**config.mk**
```make
export PLATFORM = sky130hd
export DESIGN_NAME = drive_input_macro_decoder
export DESIGN_NICKNAME = d
export VERILOG_FILES = /design/src/common/macro_decoder_pkg.sv /design/src/input_conditioner.sv /design/src/drive_input_macro_decoder.sv
export SDC_FILE = /design/constraint.sdc
export NUM_CORES = 1
export LEC_CHECK = 0
export BUFFER_PORTS_ARGS = -buffer_cell sky130_fd_sc_hd__buf_2
export CAP_MARGIN = 20
export CORE_MARGIN = 2
export CORE_UTILIZATION = 57
export CTS_CLUSTER_SIZE = 20
export DETAILED_ROUTE_END_ITERATION = 12
export GPL_TIMING_DRIVEN = 0
export PLACE_DENSITY = 0.81
export SYNTH_ARGS = -nofsm -noshare
export SYNTH_HDL_FRONTEND = slang
export SYNTH_SLANG_ARGS = --single-unit
```
**constraint.sdc**
```tcl
create_clock -name clock_in -period 3.3 [get_ports clock_in]
set_clock_uncertainty 0.1 [all_clocks]
set_input_delay 0.165 -clock clock_in [delete_from_list [all_inputs] [get_ports clock_in]]
set_output_delay 0.165 -clock clock_in [all_outputs]
set_load 0.03 [all_outputs]
```
**src/common/macro_decoder_pkg.sv**
```systemverilog
// constants, types and settings for the drive input macro decoder
package macro_decoder_pkg;

  localparam int unsigned NUM_DI       = 4;
  localparam int unsigned SPEED_W      = 16;
  localparam int unsigned MACRO_W      = 5;
  localparam int unsigned DEBOUNCE_NS  = 5000000;
  localparam int unsigned CLK_NS       = 10;
  localparam int unsigned DEBOUNCE_CYC = (DEBOUNCE_NS + CLK_NS - 1) / CLK_NS;

  // terminal indexes
  localparam int unsigned DI1 = 0;
  localparam int unsigned DI2 = 1;
  localparam int unsigned DI3 = 2;
  localparam int unsigned DI4 = 3;

  // control source codes
  localparam logic [3:0] SRC_TERMINAL = 4'h0;
  localparam logic [3:0] SRC_KEYPAD_A = 4'h1;
  localparam logic [3:0] SRC_KEYPAD_B = 4'h2;
  localparam logic [3:0] SRC_PI_A     = 4'h5;
  localparam logic [3:0] SRC_PI_B     = 4'h6;

  // trip indication per analog-2 format
  localparam logic [3:0] AI2_FMT_THERM = 4'h6;

  typedef enum logic [2:0] {
    REF_ANALOG1 = 3'b000,
    REF_ANALOG2 = 3'b001,
    REF_PRESET  = 3'b010,
    REF_FIELDBUS = 3'b011,
    REF_KEYPAD  = 3'b100,
    REF_FIXED   = 3'b101
  } ref_sel_t;

  typedef enum logic [1:0] {
    ST_STOPPED  = 2'b00,
    ST_RUNNING  = 2'b01,
    ST_FASTSTOP = 2'b10,
    ST_TRIPPED  = 2'b11
  } run_state_t;

  typedef struct packed {
    logic [SPEED_W-1:0] analog1;
    logic [SPEED_W-1:0] analog2;
    logic [SPEED_W-1:0] fieldbus;
    logic [SPEED_W-1:0] keypad;
  } ref_sources_t;

  typedef struct packed {
    logic [SPEED_W-1:0] p1;
    logic [SPEED_W-1:0] p2;
    logic [SPEED_W-1:0] p3;
    logic [SPEED_W-1:0] p4;
  } presets_t;

  typedef struct packed {
    logic       run;
    logic       reverse;
    logic       fast_stop;
    logic       trip;
    logic       trip_thermistor;
  } drive_cmd_t;

endpackage

```
**src/input_conditioner.sv**
```systemverilog
// synchroniser, debouncer and edge detector for one terminal
module input_conditioner #(
  parameter int unsigned DEBOUNCE_CYC = 500000
) (
  // clock and reset
  input  wire logic clock_in,
  input  wire logic srst_in,
  // terminal
  input  wire logic raw_in,
  // conditioned outputs
  output logic      level_out,
  output logic      rise_out,
  output logic      fall_out
);

  localparam int unsigned CNT_W = $clog2(DEBOUNCE_CYC + 1);

  logic             sync1_ff;
  logic             sync2_ff;
  logic             level_ff;
  logic             rise_ff;
  logic             fall_ff;
  logic [CNT_W-1:0] cnt_ff;

  always_ff @(posedge clock_in) begin
    if (srst_in) begin
      sync1_ff <= 1'b0;
      sync2_ff <= 1'b0;
    end else begin
      sync1_ff <= raw_in;
      sync2_ff <= sync1_ff;
    end
  end

  // level accepted only after stable for the debounce time
  always_ff @(posedge clock_in) begin
    if (srst_in) begin
      cnt_ff   <= '0;
      level_ff <= 1'b0;
      rise_ff  <= 1'b0;
      fall_ff  <= 1'b0;
    end else begin
      rise_ff <= 1'b0;
      fall_ff <= 1'b0;
      if (sync2_ff == level_ff) begin
        cnt_ff <= '0;
      end else if (cnt_ff == CNT_W'(DEBOUNCE_CYC - 1)) begin
        cnt_ff   <= '0;
        level_ff <= sync2_ff;
        rise_ff  <= sync2_ff;
        fall_ff  <= ~sync2_ff;
      end else begin
        cnt_ff <= cnt_ff + 1'b1;
      end
    end
  end

  assign level_out = level_ff;
  assign rise_out  = rise_ff;
  assign fall_out  = fall_ff;

endmodule

```
**src/drive_input_macro_decoder.sv**
```systemverilog
// terminal macro decoder producing drive run, direction, stop and reference commands
module drive_input_macro_decoder
  import macro_decoder_pkg::*;
#(
  parameter int unsigned DEBOUNCE_CYC = macro_decoder_pkg::DEBOUNCE_CYC
) (
  // clock and reset
  input  wire logic                                 clock_in,
  input  wire logic                                 srst_in,
  // terminals
  input  wire logic [macro_decoder_pkg::NUM_DI-1:0] terminal_in,
  input  wire logic                                 enable_in,
  // settings
  input  wire logic [macro_decoder_pkg::MACRO_W-1:0] macro_select_in,
  input  wire logic [3:0]                           control_source_in,
  input  wire logic                                 auto_start_in,
  input  wire logic                                 keypad_needs_start_in,
  input  wire logic [3:0]                           analog_in2_format_in,
  // keypad and fieldbus commands
  input  wire logic                                 keypad_start_in,
  input  wire logic                                 keypad_stop_in,
  input  wire logic                                 fieldbus_start_in,
  input  wire logic                                 fieldbus_stop_in,
  input  wire logic                                 fieldbus_reverse_in,
  input  wire logic                                 trip_reset_in,
  // reference sources
  input  wire macro_decoder_pkg::ref_sources_t      ref_sources_in,
  input  wire macro_decoder_pkg::presets_t          presets_in,
  // outputs to motor control core
  output macro_decoder_pkg::drive_cmd_t             drive_cmd_out,
  output logic [macro_decoder_pkg::SPEED_W-1:0]     speed_reference_out,
  output logic                                      fire_mode_out
);

  import macro_decoder_pkg::*;

  ////////////////////////////////////////////////////////////////////////////
  // terminal conditioning

  logic [NUM_DI-1:0] lvl;
  logic [NUM_DI-1:0] rise;
  logic [NUM_DI-1:0] fall;
  logic              en_lvl;
  logic              en_rise;

  genvar gi;
  generate
    for (gi = 0; gi < NUM_DI; gi++) begin : g_cond
      input_conditioner #(
        .DEBOUNCE_CYC (DEBOUNCE_CYC)
      ) u_cond (
        .clock_in  (clock_in),
        .srst_in   (srst_in),
        .raw_in    (terminal_in[gi]),
        .level_out (lvl[gi]),
        .rise_out  (rise[gi]),
        .fall_out  (fall[gi])
      );
    end
  endgenerate

  input_conditioner #(
    .DEBOUNCE_CYC (DEBOUNCE_CYC)
  ) u_enable (
    .clock_in  (clock_in),
    .srst_in   (srst_in),
    .raw_in    (enable_in),
    .level_out (en_lvl),
    .rise_out  (en_rise),
    .fall_out  ()
  );

  ////////////////////////////////////////////////////////////////////////////
  // helpers

  function automatic logic [SPEED_W-1:0] preset_pick(input logic b0, input logic b1,
                                                      input presets_t p);
    logic [SPEED_W-1:0] r;
    r = p.p1;
    case ({b1, b0})
      2'b00:   r = p.p1;
      2'b01:   r = p.p2;
      2'b10:   r = p.p3;
      2'b11:   r = p.p4;
      default: r = p.p1;
    endcase
    return r;
  endfunction

  logic is_keypad;
  logic is_terminal;
  assign is_keypad   = (control_source_in == SRC_KEYPAD_A) ||
                       (control_source_in == SRC_KEYPAD_B);
  assign is_terminal = (control_source_in == SRC_TERMINAL) ||
                       (control_source_in == SRC_PI_A) ||
                       (control_source_in == SRC_PI_B);

  ////////////////////////////////////////////////////////////////////////////
  // macro decode (terminal mode)

  logic       run_level;     // level that must hold for running
  logic       start_ev;      // momentary start event
  logic       start_rev;     // direction attached to start event
  logic       stop_ev;
  logic       fstop_ev;
  logic       trip_ev;
  logic       rev_level;
  logic       fire;
  logic       up_ev;
  logic       down_ev;
  logic       edge_mode;
  ref_sel_t   ref_sel;
  logic       pre_b0;
  logic       pre_b1;
  logic [SPEED_W-1:0] fixed_ref;

  always_comb begin
    run_level = 1'b0;
    start_ev  = 1'b0;
    start_rev = 1'b0;
    stop_ev   = 1'b0;
    fstop_ev  = 1'b0;
    trip_ev   = 1'b0;
    rev_level = 1'b0;
    fire      = 1'b0;
    up_ev     = 1'b0;
    down_ev   = 1'b0;
    edge_mode = 1'b0;
    ref_sel   = REF_ANALOG1;
    pre_b0    = 1'b0;
    pre_b1    = 1'b0;
    fixed_ref = presets_in.p1;
    case (macro_select_in)
      5'h00: begin
        run_level = lvl[DI1];
        rev_level = lvl[DI2];
        ref_sel   = lvl[DI3] ? REF_FIXED : REF_ANALOG1;
      end
      5'h01: begin
        run_level = lvl[DI1];
        ref_sel   = lvl[DI2] ? REF_PRESET : REF_ANALOG1;
        pre_b0    = lvl[DI3];
      end
      5'h02: begin
        run_level = lvl[DI1];
        ref_sel   = REF_PRESET;
        pre_b0    = lvl[DI2];
        pre_b1    = lvl[DI3];
      end
      5'h03: begin
        run_level = lvl[DI1];
        ref_sel   = lvl[DI2] ? REF_FIXED : REF_ANALOG1;
        trip_ev   = fall[DI3];
      end
      5'h04: begin
        run_level = lvl[DI1];
        ref_sel   = lvl[DI2] ? REF_ANALOG2 : REF_ANALOG1;
      end
      5'h05, 5'h07: begin
        run_level = lvl[DI1] ^ lvl[DI2];
        rev_level = lvl[DI2];
        fstop_ev  = lvl[DI1] & lvl[DI2] & (rise[DI1] | rise[DI2]);
        if (macro_select_in == 5'h05) begin
          ref_sel = lvl[DI3] ? REF_FIXED : REF_ANALOG1;
        end else begin
          trip_ev = fall[DI3];
        end
      end
      5'h06: begin
        run_level = lvl[DI1];
        rev_level = lvl[DI2];
        trip_ev   = fall[DI3];
      end
      5'h08: begin
        run_level = lvl[DI1];
        rev_level = lvl[DI2];
        ref_sel   = REF_PRESET;
        pre_b0    = lvl[DI3];
        pre_b1    = lvl[DI4];
      end
      5'h0a: begin
        edge_mode = 1'b1;
        start_ev  = rise[DI1] & lvl[DI2];
        stop_ev   = fall[DI2];
        ref_sel   = lvl[DI3] ? REF_FIXED : REF_ANALOG1;
      end
      5'h0b, 5'h0d: begin
        edge_mode = 1'b1;
        // both starts together act as fast stop
        fstop_ev  = lvl[DI1] & lvl[DI3] & (rise[DI1] | rise[DI3]);
        start_ev  = (rise[DI1] ^ rise[DI3]) & lvl[DI2] & ~(lvl[DI1] & lvl[DI3]);
        start_rev = rise[DI3];
        stop_ev   = fall[DI2];
        if (macro_select_in == 5'h0d) begin
          ref_sel = lvl[DI4] ? REF_FIXED : REF_KEYPAD;
        end
      end
      5'h0c: begin
        run_level = lvl[DI1];
        fstop_ev  = fall[DI2];
        ref_sel   = lvl[DI3] ? REF_FIXED : REF_ANALOG1;
      end
      5'h0e: begin
        run_level = lvl[DI1];
        trip_ev   = fall[DI3];
        ref_sel   = REF_PRESET;
        pre_b0    = lvl[DI2];
        pre_b1    = lvl[DI4];
      end
      5'h0f, 5'h10, 5'h11, 5'h12: begin
        run_level = lvl[DI1];
        fire      = lvl[DI3];
        ref_sel   = REF_FIXED;
        fixed_ref = presets_in.p4;
        if (macro_select_in == 5'h0f) begin
          ref_sel = lvl[DI2] ? REF_ANALOG1 : REF_FIXED;
        end else if (macro_select_in == 5'h10) begin
          fixed_ref = lvl[DI2] ? presets_in.p2 : presets_in.p4;
          rev_level = lvl[DI4];
        end else if (macro_select_in == 5'h11) begin
          ref_sel = REF_PRESET;
          pre_b0  = lvl[DI2];
          pre_b1  = lvl[DI4];
        end else begin
          rev_level = lvl[DI2];
          ref_sel   = REF_PRESET;
          pre_b0    = 1'b1;
          pre_b1    = 1'b1;
        end
      end
      5'h13: begin
        // speed trim by momentary inputs
        run_level = lvl[DI1];
        up_ev     = rise[DI2];
        down_ev   = rise[DI3];
        ref_sel   = REF_FIELDBUS;
      end
      default: begin
        run_level = lvl[DI1];
        ref_sel   = REF_ANALOG1;
      end
    endcase
    if (is_keypad) begin
      ref_sel = REF_KEYPAD;
    end else if (!is_terminal) begin
      ref_sel = REF_FIELDBUS;
    end
  end

  ////////////////////////////////////////////////////////////////////////////
  // run sequencing

  run_state_t state_ff;
  logic       rev_ff;
  logic       power_up_ff;
  logic       thermistor_ff;
  logic       want_run;
  logic       want_start;
  logic       stop_req;

  always_comb begin
    want_start = 1'b0;
    want_run   = 1'b0;
    stop_req   = stop_ev | keypad_stop_in;
    if (is_keypad) begin
      want_run   = en_lvl;
      want_start = en_lvl & ((~keypad_needs_start_in & en_rise) | keypad_start_in);
    end else if (is_terminal) begin
      want_run   = edge_mode ? 1'b1 : run_level;
      want_start = edge_mode ? start_ev : run_level;
    end else begin
      want_run   = en_lvl & ~fieldbus_stop_in;
      want_start = en_lvl & fieldbus_start_in;
    end
    if (power_up_ff && auto_start_in && en_lvl) begin
      want_start = 1'b1;
    end
    if (fire) begin
      want_run   = 1'b1;
      want_start = 1'b1;
    end
  end

  always_ff @(posedge clock_in) begin
    if (srst_in) begin
      power_up_ff <= 1'b1;
    end else if (en_lvl || state_ff != ST_STOPPED) begin
      power_up_ff <= 1'b0;
    end
  end

  always_ff @(posedge clock_in) begin
    if (srst_in) begin
      state_ff      <= ST_STOPPED;
      thermistor_ff <= 1'b0;
    end else begin
      case (state_ff)
        ST_STOPPED, ST_RUNNING: begin
          if (trip_ev) begin
            state_ff      <= ST_TRIPPED;
            thermistor_ff <= (analog_in2_format_in == AI2_FMT_THERM);
          end else if (fstop_ev && !fire) begin
            state_ff <= ST_FASTSTOP;
          end else if ((stop_req || !want_run) && !fire) begin
            state_ff <= ST_STOPPED;
          end else if (want_start || (state_ff == ST_RUNNING)) begin
            state_ff <= ST_RUNNING;
          end
        end
        ST_FASTSTOP: begin
          if (trip_ev) begin
            state_ff      <= ST_TRIPPED;
            thermistor_ff <= (analog_in2_format_in == AI2_FMT_THERM);
          end else begin
            state_ff <= ST_STOPPED;
          end
        end
        ST_TRIPPED: begin
          // indication goes with the trip; a new trip edge keeps both set
          if (trip_reset_in && !trip_ev) begin
            state_ff      <= fire ? ST_RUNNING : ST_STOPPED;
            thermistor_ff <= 1'b0;
          end
        end
        default: state_ff <= ST_STOPPED;
      endcase
    end
  end

  // direction register
  always_ff @(posedge clock_in) begin
    if (srst_in) begin
      rev_ff <= 1'b0;
    end else if (!is_terminal) begin
      rev_ff <= fieldbus_reverse_in;
    end else if (edge_mode) begin
      if (start_ev) begin
        rev_ff <= start_rev;
      end
    end else begin
      rev_ff <= rev_level;
    end
  end

  ////////////////////////////////////////////////////////////////////////////
  // speed reference

  logic [SPEED_W-1:0] trim_ff;
  logic [SPEED_W-1:0] ref_ff;
  logic [SPEED_W-1:0] nxt_ref;

  always_ff @(posedge clock_in) begin
    if (srst_in) begin
      trim_ff <= '0;
    end else if (up_ev && !down_ev) begin
      trim_ff <= trim_ff + presets_in.p1;
    end else if (down_ev && !up_ev) begin
      trim_ff <= (trim_ff > presets_in.p1) ? trim_ff - presets_in.p1 : '0;
    end
  end

  always_comb begin
    case (ref_sel)
      REF_ANALOG1:  nxt_ref = ref_sources_in.analog1;
      REF_ANALOG2:  nxt_ref = ref_sources_in.analog2;
      REF_PRESET:   nxt_ref = preset_pick(pre_b0, pre_b1, presets_in);
      REF_FIELDBUS: nxt_ref = (macro_select_in == 5'h13) ? trim_ff : ref_sources_in.fieldbus;
      REF_KEYPAD:   nxt_ref = ref_sources_in.keypad;
      REF_FIXED:    nxt_ref = fixed_ref;
      default:      nxt_ref = ref_sources_in.analog1;
    endcase
    if (fire) begin
      nxt_ref = presets_in.p4;
    end
  end

  always_ff @(posedge clock_in) begin
    if (srst_in) begin
      ref_ff <= '0;
    end else begin
      ref_ff <= nxt_ref;
    end
  end

  assign drive_cmd_out.run             = (state_ff == ST_RUNNING);
  assign drive_cmd_out.reverse         = rev_ff;
  assign drive_cmd_out.fast_stop       = (state_ff == ST_FASTSTOP);
  assign drive_cmd_out.trip            = (state_ff == ST_TRIPPED);
  assign drive_cmd_out.trip_thermistor = thermistor_ff;
  assign speed_reference_out           = ref_ff;
  assign fire_mode_out                 = fire;

endmodule

```
After elaboration in Yosys (flattened, before gate mapping) --
Cells that the tools add are included.
Word-level totals: logic and storage cells 242, register bits 153
Operators by class: $lt $le $gt $ge 1, reduce and logical (&&, ||, !) cells 53, bitwise operators 31, $add $sub $neg 7, muxes and demuxes 70, equality and inequality tests 48
Operator list (count):
- 16-bit two-way mux | 9
- 19-bit by 1-bit adder with 19-bit output (second input constant) | 5
- 19-bit == test (second input constant) | 5
- 16-bit case mux with 5 select lines | 1
- 16-bit case mux with 4 select lines | 1
- 3-bit OR reduction | 14
- 5-bit by 4-bit == test with 1-bit output (second input constant) | 7
- 1-bit two-way mux | 33
- 3-bit two-way mux | 9
- 3-bit case mux with 9 select lines | 1
- 5-bit by 3-bit == test with 1-bit output (second input constant) | 4
- 5-bit == test (second input constant) | 4
- 16-bit adder | 1
- 16-bit > comparator | 1
- 16-bit subtractor | 1
- 2-bit two-way mux | 7
- 1-bit NOT | 14
- 2-bit AND reduction | 7
- 4-bit by 3-bit == test with 1-bit output (second input constant) | 3
- 2-bit OR reduction | 6
- 1-bit AND | 11
- 5-bit by 2-bit == test with 1-bit output (second input constant) | 2
- 1-bit case mux with 2 select lines | 5
- 1-bit case mux with 3 select lines | 3
- 24 further kinds | 56

Depth between registers and ports, before layout --
Gate-level depths: netlist of run 1.
depth after elaboration 15, gate-level depth with buffers 14, depth with buffers taken out 12

Modules after synthesis --
A second synthesis of run 1 with hierarchy kept.
Unflattened totals: cells, all modules 1321, area total of the unflattened synthesis 10926.7 µm²
By module, submodules not included:
- drive_input_macro_decoder | times used 1, area each 5582.9 µm², cells each 731, seq. area each 740.7 µm²
- input_conditioner (g_cond[0].u_cond ...) | times used 4, area each 1073.5 µm², cells each 119, seq. area each 480.5 µm²
- input_conditioner (u_enable) | times used 1, area each 1049.8 µm², cells each 114, seq. area each 480.5 µm²

Worst setup path before layout of run 1 --
Ideal clock, no wire load.
path type input to register, start input port macro_select_in[0] (netlist bit), end register trim_ff[5], path buffers 3, path slack 0.539 ns, data arrival time 2.590 ns, stages 13, data required time 3.129 ns, setup time 0.071 ns, cell sequence buf_4 > and3b_1 > nand2_1 > nor2_2 > buf_4 > nand2_1 > ha_1 > clkbuf_1 > nor2_1 > o21ai_2 > o221a_1 > or3_1 > a21oi_1
On the way: cells in the longest elaborated chain, start to end 5
Ends and longest elaborated chain:
- start, declared | line drive_input_macro_decoder.sv:14 | input wire logic [macro_decoder_pkg::MACRO_W-1:0] macro_select_in,
- 5-bit == test * | line drive_input_macro_decoder.sv:133 | case (macro_select_in)
- 1-bit two-way mux | line drive_input_macro_decoder.sv:133
- 1-bit logical NOT (on tied branches) | line drive_input_macro_decoder.sv:355, drive_input_macro_decoder.sv:357
- 1-bit logical AND (on tied branches) | line drive_input_macro_decoder.sv:355, drive_input_macro_decoder.sv:357
- 16-bit two-way mux or 2-bit nonzero test (tied branches)
- end signal, assigned | line drive_input_macro_decoder.sv:356 | trim_ff <= trim_ff + presets_in.p1;
- end signal, assigned | line drive_input_macro_decoder.sv:358 | trim_ff <= (trim_ff > presets_in.p1) ? trim_ff - presets_in.p1 : '0;
- end, declared | line drive_input_macro_decoder.sv:348 | logic [SPEED_W-1:0] trim_ff;
Every way passes the cells marked *; elsewhere a longest branch is shown, timed or not. A chain may end at the register's enable or synchronous reset.

Worst setup path in the final report of run 1 --
start register trim_ff[0], end register trim_ff[14]
On the way: cells in the longest elaborated chain, start to end 4
Ends and longest elaborated chain:
- 16-bit subtractor or 16-bit > comparator (tied branches) | line drive_input_macro_decoder.sv:358
- 16-bit two-way mux | line drive_input_macro_decoder.sv:358
- 16-bit two-way mux | line drive_input_macro_decoder.sv:357 | end else if (down_ev && !up_ev) begin
- 16-bit two-way mux * | line drive_input_macro_decoder.sv:355 | end else if (up_ev && !down_ev) begin
Every way passes the cells marked *; elsewhere a longest branch is shown, timed or not. The select of a mux whose other input is x is not followed.

==> flow_summary.toml, run 1 <==
[run_status]
outcome = "complete, no violations"

[yosys]
synth-main-ff-cell = "dfxtp_1"
seq_area_frac_synth = 0.3084
synthArstFlopShare = 0
yosysWarnings = 0
synth.largest_area_cell = "dfxtp_1"
syn_nets = 1464
avgSynthCellArea_um2 = 7.838
synth_top_area_share = 0.3084
syn-instance-count = 1267
synth.area.top_cells = "dfxtp_1, nor2_1, mux2i_1"
synth_edf_count = 0
syn_area_um2 = 9931
yosys_register_bits = 153
synth_cell_types = 81

[die]
die_w_um = 136.0
start_util = 0.5782
std_cell_rows = 48
die-area_um2 = 18490
core_area_um2 = 17180
io_pins = 178
die_h_um = 136.0

[timing]
worst_pin_slew_ps = 1081
slew_headroom = 0.2735
setup_viol = 0
hold_ws_ps = 27.42
min_period_over_period = 0.9558
hold_viol = 0
rsz0062_at_grt = "no"
finalMaxSlewViolations = 0
fmax_mhz = 317.0
setup_slack_ps = 145.7
period_needed_ps = 3154

[clocking]
clkSinkCount = 153
cts_made_buffers = 17
clockBufferDepth = 2
cts.reportedPaths.clkPinSlew_ps = 70
cts_max_level = 4
cts_root_buf = "clkbuf_16"
clk_latency_ps = 440
cts_tree = "yes"

[detailed_routing]
via_per_inst = 5.918
wl_um = 30630
drtIter0Drc = 878
top_layer = "met4"
postRouteAntennaNets = 0
dr_wl_met2_um = 13400
drc = 0
wl_met3_um = 3181
wirelength_met1_um = 13410
wl_per_cell_um = 17.74
dr.pass1.iters = 6
vias = 10220

[pwr]
irDropWorstVdd_v = 0.0003925
power-per-cell-area_nw_per_um2 = 374.7
finalPower_w = 0.004471
power.leakage_nw = 4.814

[critical_path]
worstPathArrival_ps = 3390
cp_data_required_time_ps = 3540
setup.worst_path.class = "register to register"
path_max_fanout = 4
worstSetupEndpointType = "register"
reg2reg_slack_ps = 150
start_kind = "register"
r2r_cells = 11
r2r-end = "trim_ff[14]$_SDFFE_PP0P_"
worstReg2RegStart = "trim_ff[0]$_SDFFE_PP0P_"

[cells_and_area]
layout_commonest_cell = "buf_2"
drive_gt1_frac = 0.1739
fillers = 1462
final_cell_area_um2 = 11930
final_cell_mix = "buf_2, nor2_1, dfxtp_1"
syn_to_final_growth_pct = 20.17
layout.nets = 1685

[global_routing]
gr-total-overflow = 0
antenna_found_initial = 1
grt_pass1_vias = 9220
grt_pass1_wl_um = 47080
grt_max_degree = 17
globalRouteTotalUtil = 0.3273

[placement]
globalplace.congestion = 0.9726
pre_cts_ws_ps = -543.6
portBuffers = 177
dpl_cell_area_um2 = 11100
post-dp-hpwl_um = 23480

[run]
maxCapViolations = 0

[hold_path]
holdPathStages = 4
hold_end = "thermistor_ff$_SDFFE_PP0P_"
hold_path_class = "input pin to register"
min_from = "analog_in2_format_in[3]"
stage by stage:
step | utilization | std cells | setup TNS (ps)
2_1_floorplan | - | 1267 | 0
3_5_place_dp | 0.6461 | 1669 | -6578
4_1_cts | 0.6926 | 1724 | 0
6_report | 0.6948 | 1727 | 0
3_3_place_gp | 0.6461 | 1669 | -6078
5_1_grt | 0.6948 | 1727 | 0
area by class of cell:
type,instances,area (µm²),share of cell area
clock buffer,22,454.2,0.03806
inverter,57,214.0,0.01793
multi-input combinational,992,6359,0.5328
timing repair buffer,202,1131,0.09478
buffer,65,320.3,0.02684
tap,225,281.5,0.02359
clock inverter,10,108.9,0.009121
antenna,1,2.502,0.0002097
sequential,153,3063,0.2567
worst max-delay path by stage:
stage | startpoint | end | slack [ps] | cells past startpoint
6_report | trim_ff[0]$_SDFFE_PP0P_ | trim_ff[14]$_SDFFE_PP0P_ | 150 | 11
2_1_floorplan | macro_select_in[0] | trim_ff[5]$_SDFFE_PP0P_ | 540 | 13
5_1_grt | trim_ff[0]$_SDFFE_PP0P_ | trim_ff[14]$_SDFFE_PP0P_ | 30 | 11
3_3_place_gp | macro_select_in[1] | trim_ff[8]$_SDFFE_PP0P_ | -540 | 15
3_5_place_dp | macro_select_in[1] | trim_ff[8]$_SDFFE_PP0P_ | -540 | 15
4_1_cts | macro_select_in[1] | trim_ff[2]$_SDFFE_PP0P_ | 140 | 13
flip-flops by register name (all words and copies together), names as in the netlist, 2 cells and up:
register and flops:
g_cond.u_cond.fall_out 2, g_cond.u_cond.level_out 4, g_cond.u_cond.sync2_ff 4, trim_ff 16
speed_reference_out 16, state_ff 2, g_cond.u_cond.cnt_ff 76, g_cond.u_cond.sync1_ff 4
g_cond.u_cond.rise_out 3, u_enable.cnt_ff 19
report_power, final:
part | switching [W] | total (W) | internal (W)
combinational | 0.000391 | 0.000641 | 0.000250
sequential | 0.0000102 | 0.00189 | 0.00188
clock | 0.000863 | 0.00194 | 0.00108
total | 0.00126 | 0.00447 | 0.00321
cell families (layout without fill, tap and decap cells):
kind of cell	Yosys count	after routing	synth area share
buffers and inverters	122	356	0.05367
DFF	153	153	0.3084
other	0	1	0
xor gates and xnor gates	92	92	0.08114
AOI/OAI and AO/OA	291	291	0.1998
adders and majority gates	41	41	0.05317
and+or+nand+nor	509	509	0.2440
muxes	59	59	0.05972
what timing repair did:
action | in CTS | in global routing
setup endpoints to repair | 10 | 11
hold endpoints to repair | 23 | 0
pin swaps | 0 | 1
buffers inserted | 0 | 2
resized for setup | 1 | 4
hold buffers | 23 | 0
critical path: stages, from the launching register on:
cell,delay (ps)
dfxtp_1,390
ha_1,190
inv_1,60
fa_1,420
or2_1,280
a221oi_4,290
o211ai_2,190
a211oi_4,300
o41ai_1,190
nor4_1,240
o41ai_1,130
a221oi_1,280
routing by layer:
layer	vias up	global-route usage
li1	4956	-
met1	4711	0.4539
met2	496	0.5008
met3	58	0.08389
met4	0	0.09780
met5	-	0
cells in the mapped netlist (all sizes together), types with 18 or more instances:
cell,number
a21oi,69
a221oi,23
a311oi,18
buf,32
clkbuf,33
dfxtp,153
ha,39
inv,56
mux2i,57
nand2,121
nand3,52
nand4,23
nor2,181
nor3,19
o211ai,21
o21ai,66
xnor2,35
xor2,57
Power figures use the tool's default switching activity.
==> inputs of run 2 (changes only) <==
- CORE_UTILIZATION: 57 -> 58
- PLACE_DENSITY: 0.81 -> 0.82
- SYNTH_HIERARCHICAL: not set -> 1
==> flow_summary.toml, run 2 <==
[timing]
hold_ws_ps = -2.025
period_needed_ps = 3236
hold_viol = 1
worst_pin_slew_ps = 1192
fmax_mhz = 309.1
min_period_over_period = 0.9805
setup_viol = 0
rsz0062_at_grt = "no"
slew_headroom = 0.1988
finalMaxSlewViolations = 0

[global_routing]
grt_max_degree = 34
antenna_found_initial = 3
grt_pass1_vias = 10730
globalRouteTotalUtil = 0.3556
gr-total-overflow = 0
grt_pass1_wl_um = 56060

[detailed_routing]
drc = 0
vias = 11260
dr.pass1.iters = 7
wl_per_cell_um = 20.13
postRouteAntennaNets = 0
wl_um = 35780
via_per_inst = 6.335
drtIter0Drc = 1066

[clocking]
cts.reportedPaths.clkPinSlew_ps = 70
clk_latency_ps = 430
clockBufferDepth = 2
cts_max_level = 4
cts_made_buffers = 17
cts_tree = "yes"
cts_root_buf = "clkbuf_16"
clkSinkCount = 153

[critical_path]
worstSetupEndpointType = "register"
cp_data_required_time_ps = 3510
worstPathArrival_ps = 3450
path_max_fanout = 10
setup.worst_path.class = "register to register"
start_kind = "register"

[die]
core_area_um2 = 18150
die-area_um2 = 19780
io_pins = 178
die_w_um = 140.6
std_cell_rows = 49
die_h_um = 140.6
start_util = 0.5966

[pwr]
p_int_w = 0.003167
pwr-share-clk = 0.427
power.leakage_nw = 5.212
p_sw_frac = 0.2828
irDropWorstVdd_v = 0.0003580
power-per-cell-area_nw_per_um2 = 343.5
p_sw_w = 0.001249
combPwrFrac = 0.145
pwr-share-seq = 0.428

[yosys]
avgSynthCellArea_um2 = 8.246
syn_nets = 1510
syn_area_um2 = 10830
yosysWarnings = 6
syn-instance-count = 1313

[run]
maxCapViolations = 0

[cells_and_area]
final_cell_mix = "buf_2, dfxtp_1, nor2_1"
syn_to_final_growth_pct = 18.76
multi_input_area_um2 = 7102
fillers = 1505
final_util = 0.7085
drive_gt1_frac = 0.2180
largest_register_ffs = 76
layout_commonest_cell = "buf_2"
layout.nets = 1730
finalNonFillerCells = 1777
regMostFlops = "g_cond.u_cond/cnt_ff"
register_area_um2 = 3063
reg_top3 = "g_cond.u_cond/cnt_ff (76), u_enable/cnt_ff (19)"

[run_status]
outcome = "finished with violations"
violations = "hold timing"

[placement]
placedCellCount = 1717
portBuffers = 175
globalplace.congestion = 0.9933
post-dp-hpwl_um = 27180

[hold_path]
hold_path_class = "input pin to register"
[run 2: through the flow]
stage | setup TNS [ps] | setup WS (ps) | instance area (µm²) | total power [W]
2_1_floorplan | 0 | 458.5 | 10830 | 0.002271
3_3_place_gp | -9145 | -741.6 | 11990 | 0.002524
3_5_place_dp | -9753 | -777.6 | 11990 | 0.002528
4_1_cts | 0 | 68.24 | 12810 | 0.004413
5_1_grt | 0 | 2.867 | 12860 | 0.004548
6_report | 0 | 64.46 | 12860 | 0.004416
[run 2: per-layer routing]
layer,share of wire,up-vias,track usage,routed length (µm)
met4,0.058,2,0.2021,2064
li1,-,5311,-,-
met2,0.46,567,0.5869,16430
met1,0.40,5250,0.4324,14410
met3,0.080,127,0.07439,2869
met5,0.00014,-,0,5
[run 2: final timing paths]
check	slack (ps)	to	cells past startpoint	start
max reg2reg	60	speed_reference_out[1]$_SDFF_PP0_	8	g_cond[1].u_cond/level_out$_SDFFE_PP0P_
max	60	speed_reference_out[1]$_SDFF_PP0_	8	g_cond[1].u_cond/level_out$_SDFFE_PP0P_
min	-2	speed_reference_out[7]$_SDFF_PP0_	3	ref_sources_in[39]
min reg2reg	330	u_enable/sync2_ff$_SDFF_PP0_	1	u_enable/sync1_ff$_SDFF_PP0_
[run 2: area by class of cell]
type                    instances  share of cell area
flip-flops and latches        153              0.2382
inverters                      72             0.02102
diodes                          2           0.0003893
clock buffers                  19             0.03523
plain buffers                  72             0.03309
clock inverters                13            0.008661
repair buffers                202             0.08875
well taps                     229             0.02229
multi-input cells            1015              0.5524
[run 2: what timing repair did]
item                       CTS  global route
hold buffers                25             0
buffers inserted             0             2
pin swaps                    0             2
hold endpoints to repair    18             0
gates resized for setup      4             7
setup endpoints to repair   15            19
[run 2: critical path: stages, from the launching register on]
cell and delay [ps]:
dfxtp_1 340, clkbuf_1 250, a211oi_2 310, nor2_1 90, o31ai_1 980, a31o_2 230
a221o_1 130, a31oi_1 90, dlygate4sd3_1 590
[run 2: power groups by stage]
| stage | registers (W) | clock network (W) | logic (W) |
|---|---|---|---|
| 4_1_cts | 0.00189 | 0.00190 | 0.000624 |
| 2_1_floorplan | 0.00197 | 0 | 0.000299 |
| 3_5_place_dp | 0.00193 | 0 | 0.000596 |
| 6_report | 0.00189 | 0.00188 | 0.000641 |
| 5_1_grt | 0.00189 | 0.00198 | 0.000678 |
| 3_3_place_gp | 0.00193 | 0 | 0.000593 |
==> inputs of run 3 (changes only) <==
- ABC_AREA: not set -> 1
- CORE_UTILIZATION: 58 -> 59
- MAX_ROUTING_LAYER: not set -> met4
==> flow_summary.toml, run 3 <==
[critical_path]
crit_chain = "buf_2, nor2_4, nand2_2, nor2_2, buf_2, inv_2, clkbuf_1, nor2_1, ha_1, inv_1, clkbuf_1, o21ai_0, a31oi_1"
r2r-end = "speed_reference_out[11]$_SDFF_PP0_"
startpoint = "macro_select_in[3]"
worstPathArrival_ps = 3520
setup.worst_path.class = "input pin to register"
path_max_fanout = 10
cpPeakStageDelay_ps = 490
start_kind = "input pin"
cp_data_required_time_ps = 3570
critical_path_buf_inv_count = 6
worstReg2RegStart = "g_cond[1].u_cond/level_out$_SDFFE_PP0P_"
reg2reg_slack_ps = 170
crit_family = "buffers and inverters"
critPathSlowestCell = "clkbuf_1"
worstSetupEndpointType = "register"
r2r_cells = 14

[cells_and_area]
final_cell_area_um2 = 14060
regMostFlops = "g_cond.u_cond/cnt_ff"
largest_register_ffs = 76
final_util = 0.7153
syn_to_final_growth_pct = 18.10
register_area_um2 = 3063
multi_input_area_um2 = 7437
layout.nets = 2380
fillers = 1734
drive_gt1_frac = 0.1689
reg_top3 = "g_cond.u_cond/cnt_ff (76), u_enable/cnt_ff (19)"
layout_commonest_cell = "nand2_1"
final_cell_mix = "nand2_1, nor2_1, inv_1"

[yosys]
avgSynthCellArea_um2 = 6.077
syn_nets = 2156
syn-instance-count = 1959
syn_area_um2 = 11900
yosysWarnings = 6

[timing]
hold_viol = 0
slew_headroom = 0.5171
min_period_over_period = 0.9866
setup_viol = 0
rsz0062_at_grt = "no"
period_needed_ps = 3256
fmax_mhz = 307.2
setup_slack_ps = 44.37
finalMaxSlewViolations = 0
worst_pin_slew_ps = 724.4

[run]
maxCapViolations = 0

[detailed_routing]
top_layer = "met4"
wirelength_met1_um = 16950
postRouteAntennaNets = 0
dr.pass1.iters = 6
vias = 13790
wl_met3_um = 4068
wl_um = 40650
wl_per_cell_um = 16.51
via_per_inst = 5.601
drtIter0Drc = 1298
drc = 0
dr_wl_met2_um = 18250

[die]
die_h_um = 146.0
die-area_um2 = 21330
io_pins = 178
die_w_um = 146.0
core_area_um2 = 19650
start_util = 0.6057
std_cell_rows = 51

[pwr]
power.leakage_nw = 6.309
finalPower_w = 0.004735
power-per-cell-area_nw_per_um2 = 336.8
irDropWorstVdd_v = 0.0004434

[global_routing]
antenna_found_initial = 0
grt_max_degree = 23
grt_pass1_vias = 12500
gr-total-overflow = 0
grt_pass1_wl_um = 63690
globalRouteTotalUtil = 0.3810

[hold_path]
min_from = "presets_in[9]"
hold_end = "speed_reference_out[9]$_SDFF_PP0_"
holdPathStages = 5
hold_path_class = "input pin to register"

[clocking]
clk_latency_ps = 440
cts.reportedPaths.clkPinSlew_ps = 80
cts_max_level = 4
clkSinkCount = 153
cts_root_buf = "clkbuf_16"
cts_made_buffers = 17
clockBufferDepth = 2
cts_tree = "yes"
cts_setup_buffers = 0

[run_status]
outcome = "complete, no violations"

[placement]
post-dp-hpwl_um = 31200
globalplace.congestion = 1.067
dpl_cell_area_um2 = 13100
pre_cts_ws_ps = -636.6
portBuffers = 173
-- run 3: per-layer routing --
metal / track usage / up-vias
li1: - / 6691
met1: 0.4895 / 6249
met2: 0.5948 / 743
met3: 0.07750 / 107
met4: 0.1408 / 0
met5: - / -
-- run 3: where the power goes --
part | internal (W) | switching [W]
Sequential | 0.00188 | 0.0000115
Clock | 0.00110 | 0.000991
Combinational | 0.000271 | 0.000487
Total | 0.00325 | 0.00149
-- run 3: worst max path at each step --
stage,to,depth (start not counted)
2_1_floorplan,trim_ff[5]$_SDFFE_PP0P_,16
3_3_place_gp,trim_ff[6]$_SDFFE_PP0P_,16
3_5_place_dp,trim_ff[6]$_SDFFE_PP0P_,16
4_1_cts,trim_ff[13]$_SDFFE_PP0P_,15
5_1_grt,trim_ff[6]$_SDFFE_PP0P_,15
6_report,trim_ff[9]$_SDFFE_PP0P_,13
-- run 3: area by class of cell --
class	instances	area share
multi-input combinational	1486	0.5290
tap	265	0.02358
buffer	54	0.02750
antenna	1	0.0001780
clock inverter	15	0.01379
timing repair buffer	207	0.08580
clock buffer	17	0.03026
inverter	264	0.07200
sequential	153	0.2179
-- run 3: what timing repair did --
item	4_1_cts	5_1_grt
gates resized for setup	1	2
setup endpoints to repair	10	16
hold endpoints to repair	21	0
hold buffers	34	0
-- run 3: worst min-delay path, cell delays in order --
cell	delay (ps)
buf_2	110
o21ai_0	90
inv_1	50
nand2_1	60
inv_1	50
-- run 3: per-stage QoR --
step / instances / hold WS, ps / TNS (ps)
floorplan: 1959 / 134.1 / 0
global placement: 2397 / 265.9 / -7689
detailed placement: 2397 / 273.3 / -7758
CTS: 2463 / 5.146 / 0
global route: 2461 / 48.89 / 0
finish: 2462 / 8.615 / 0
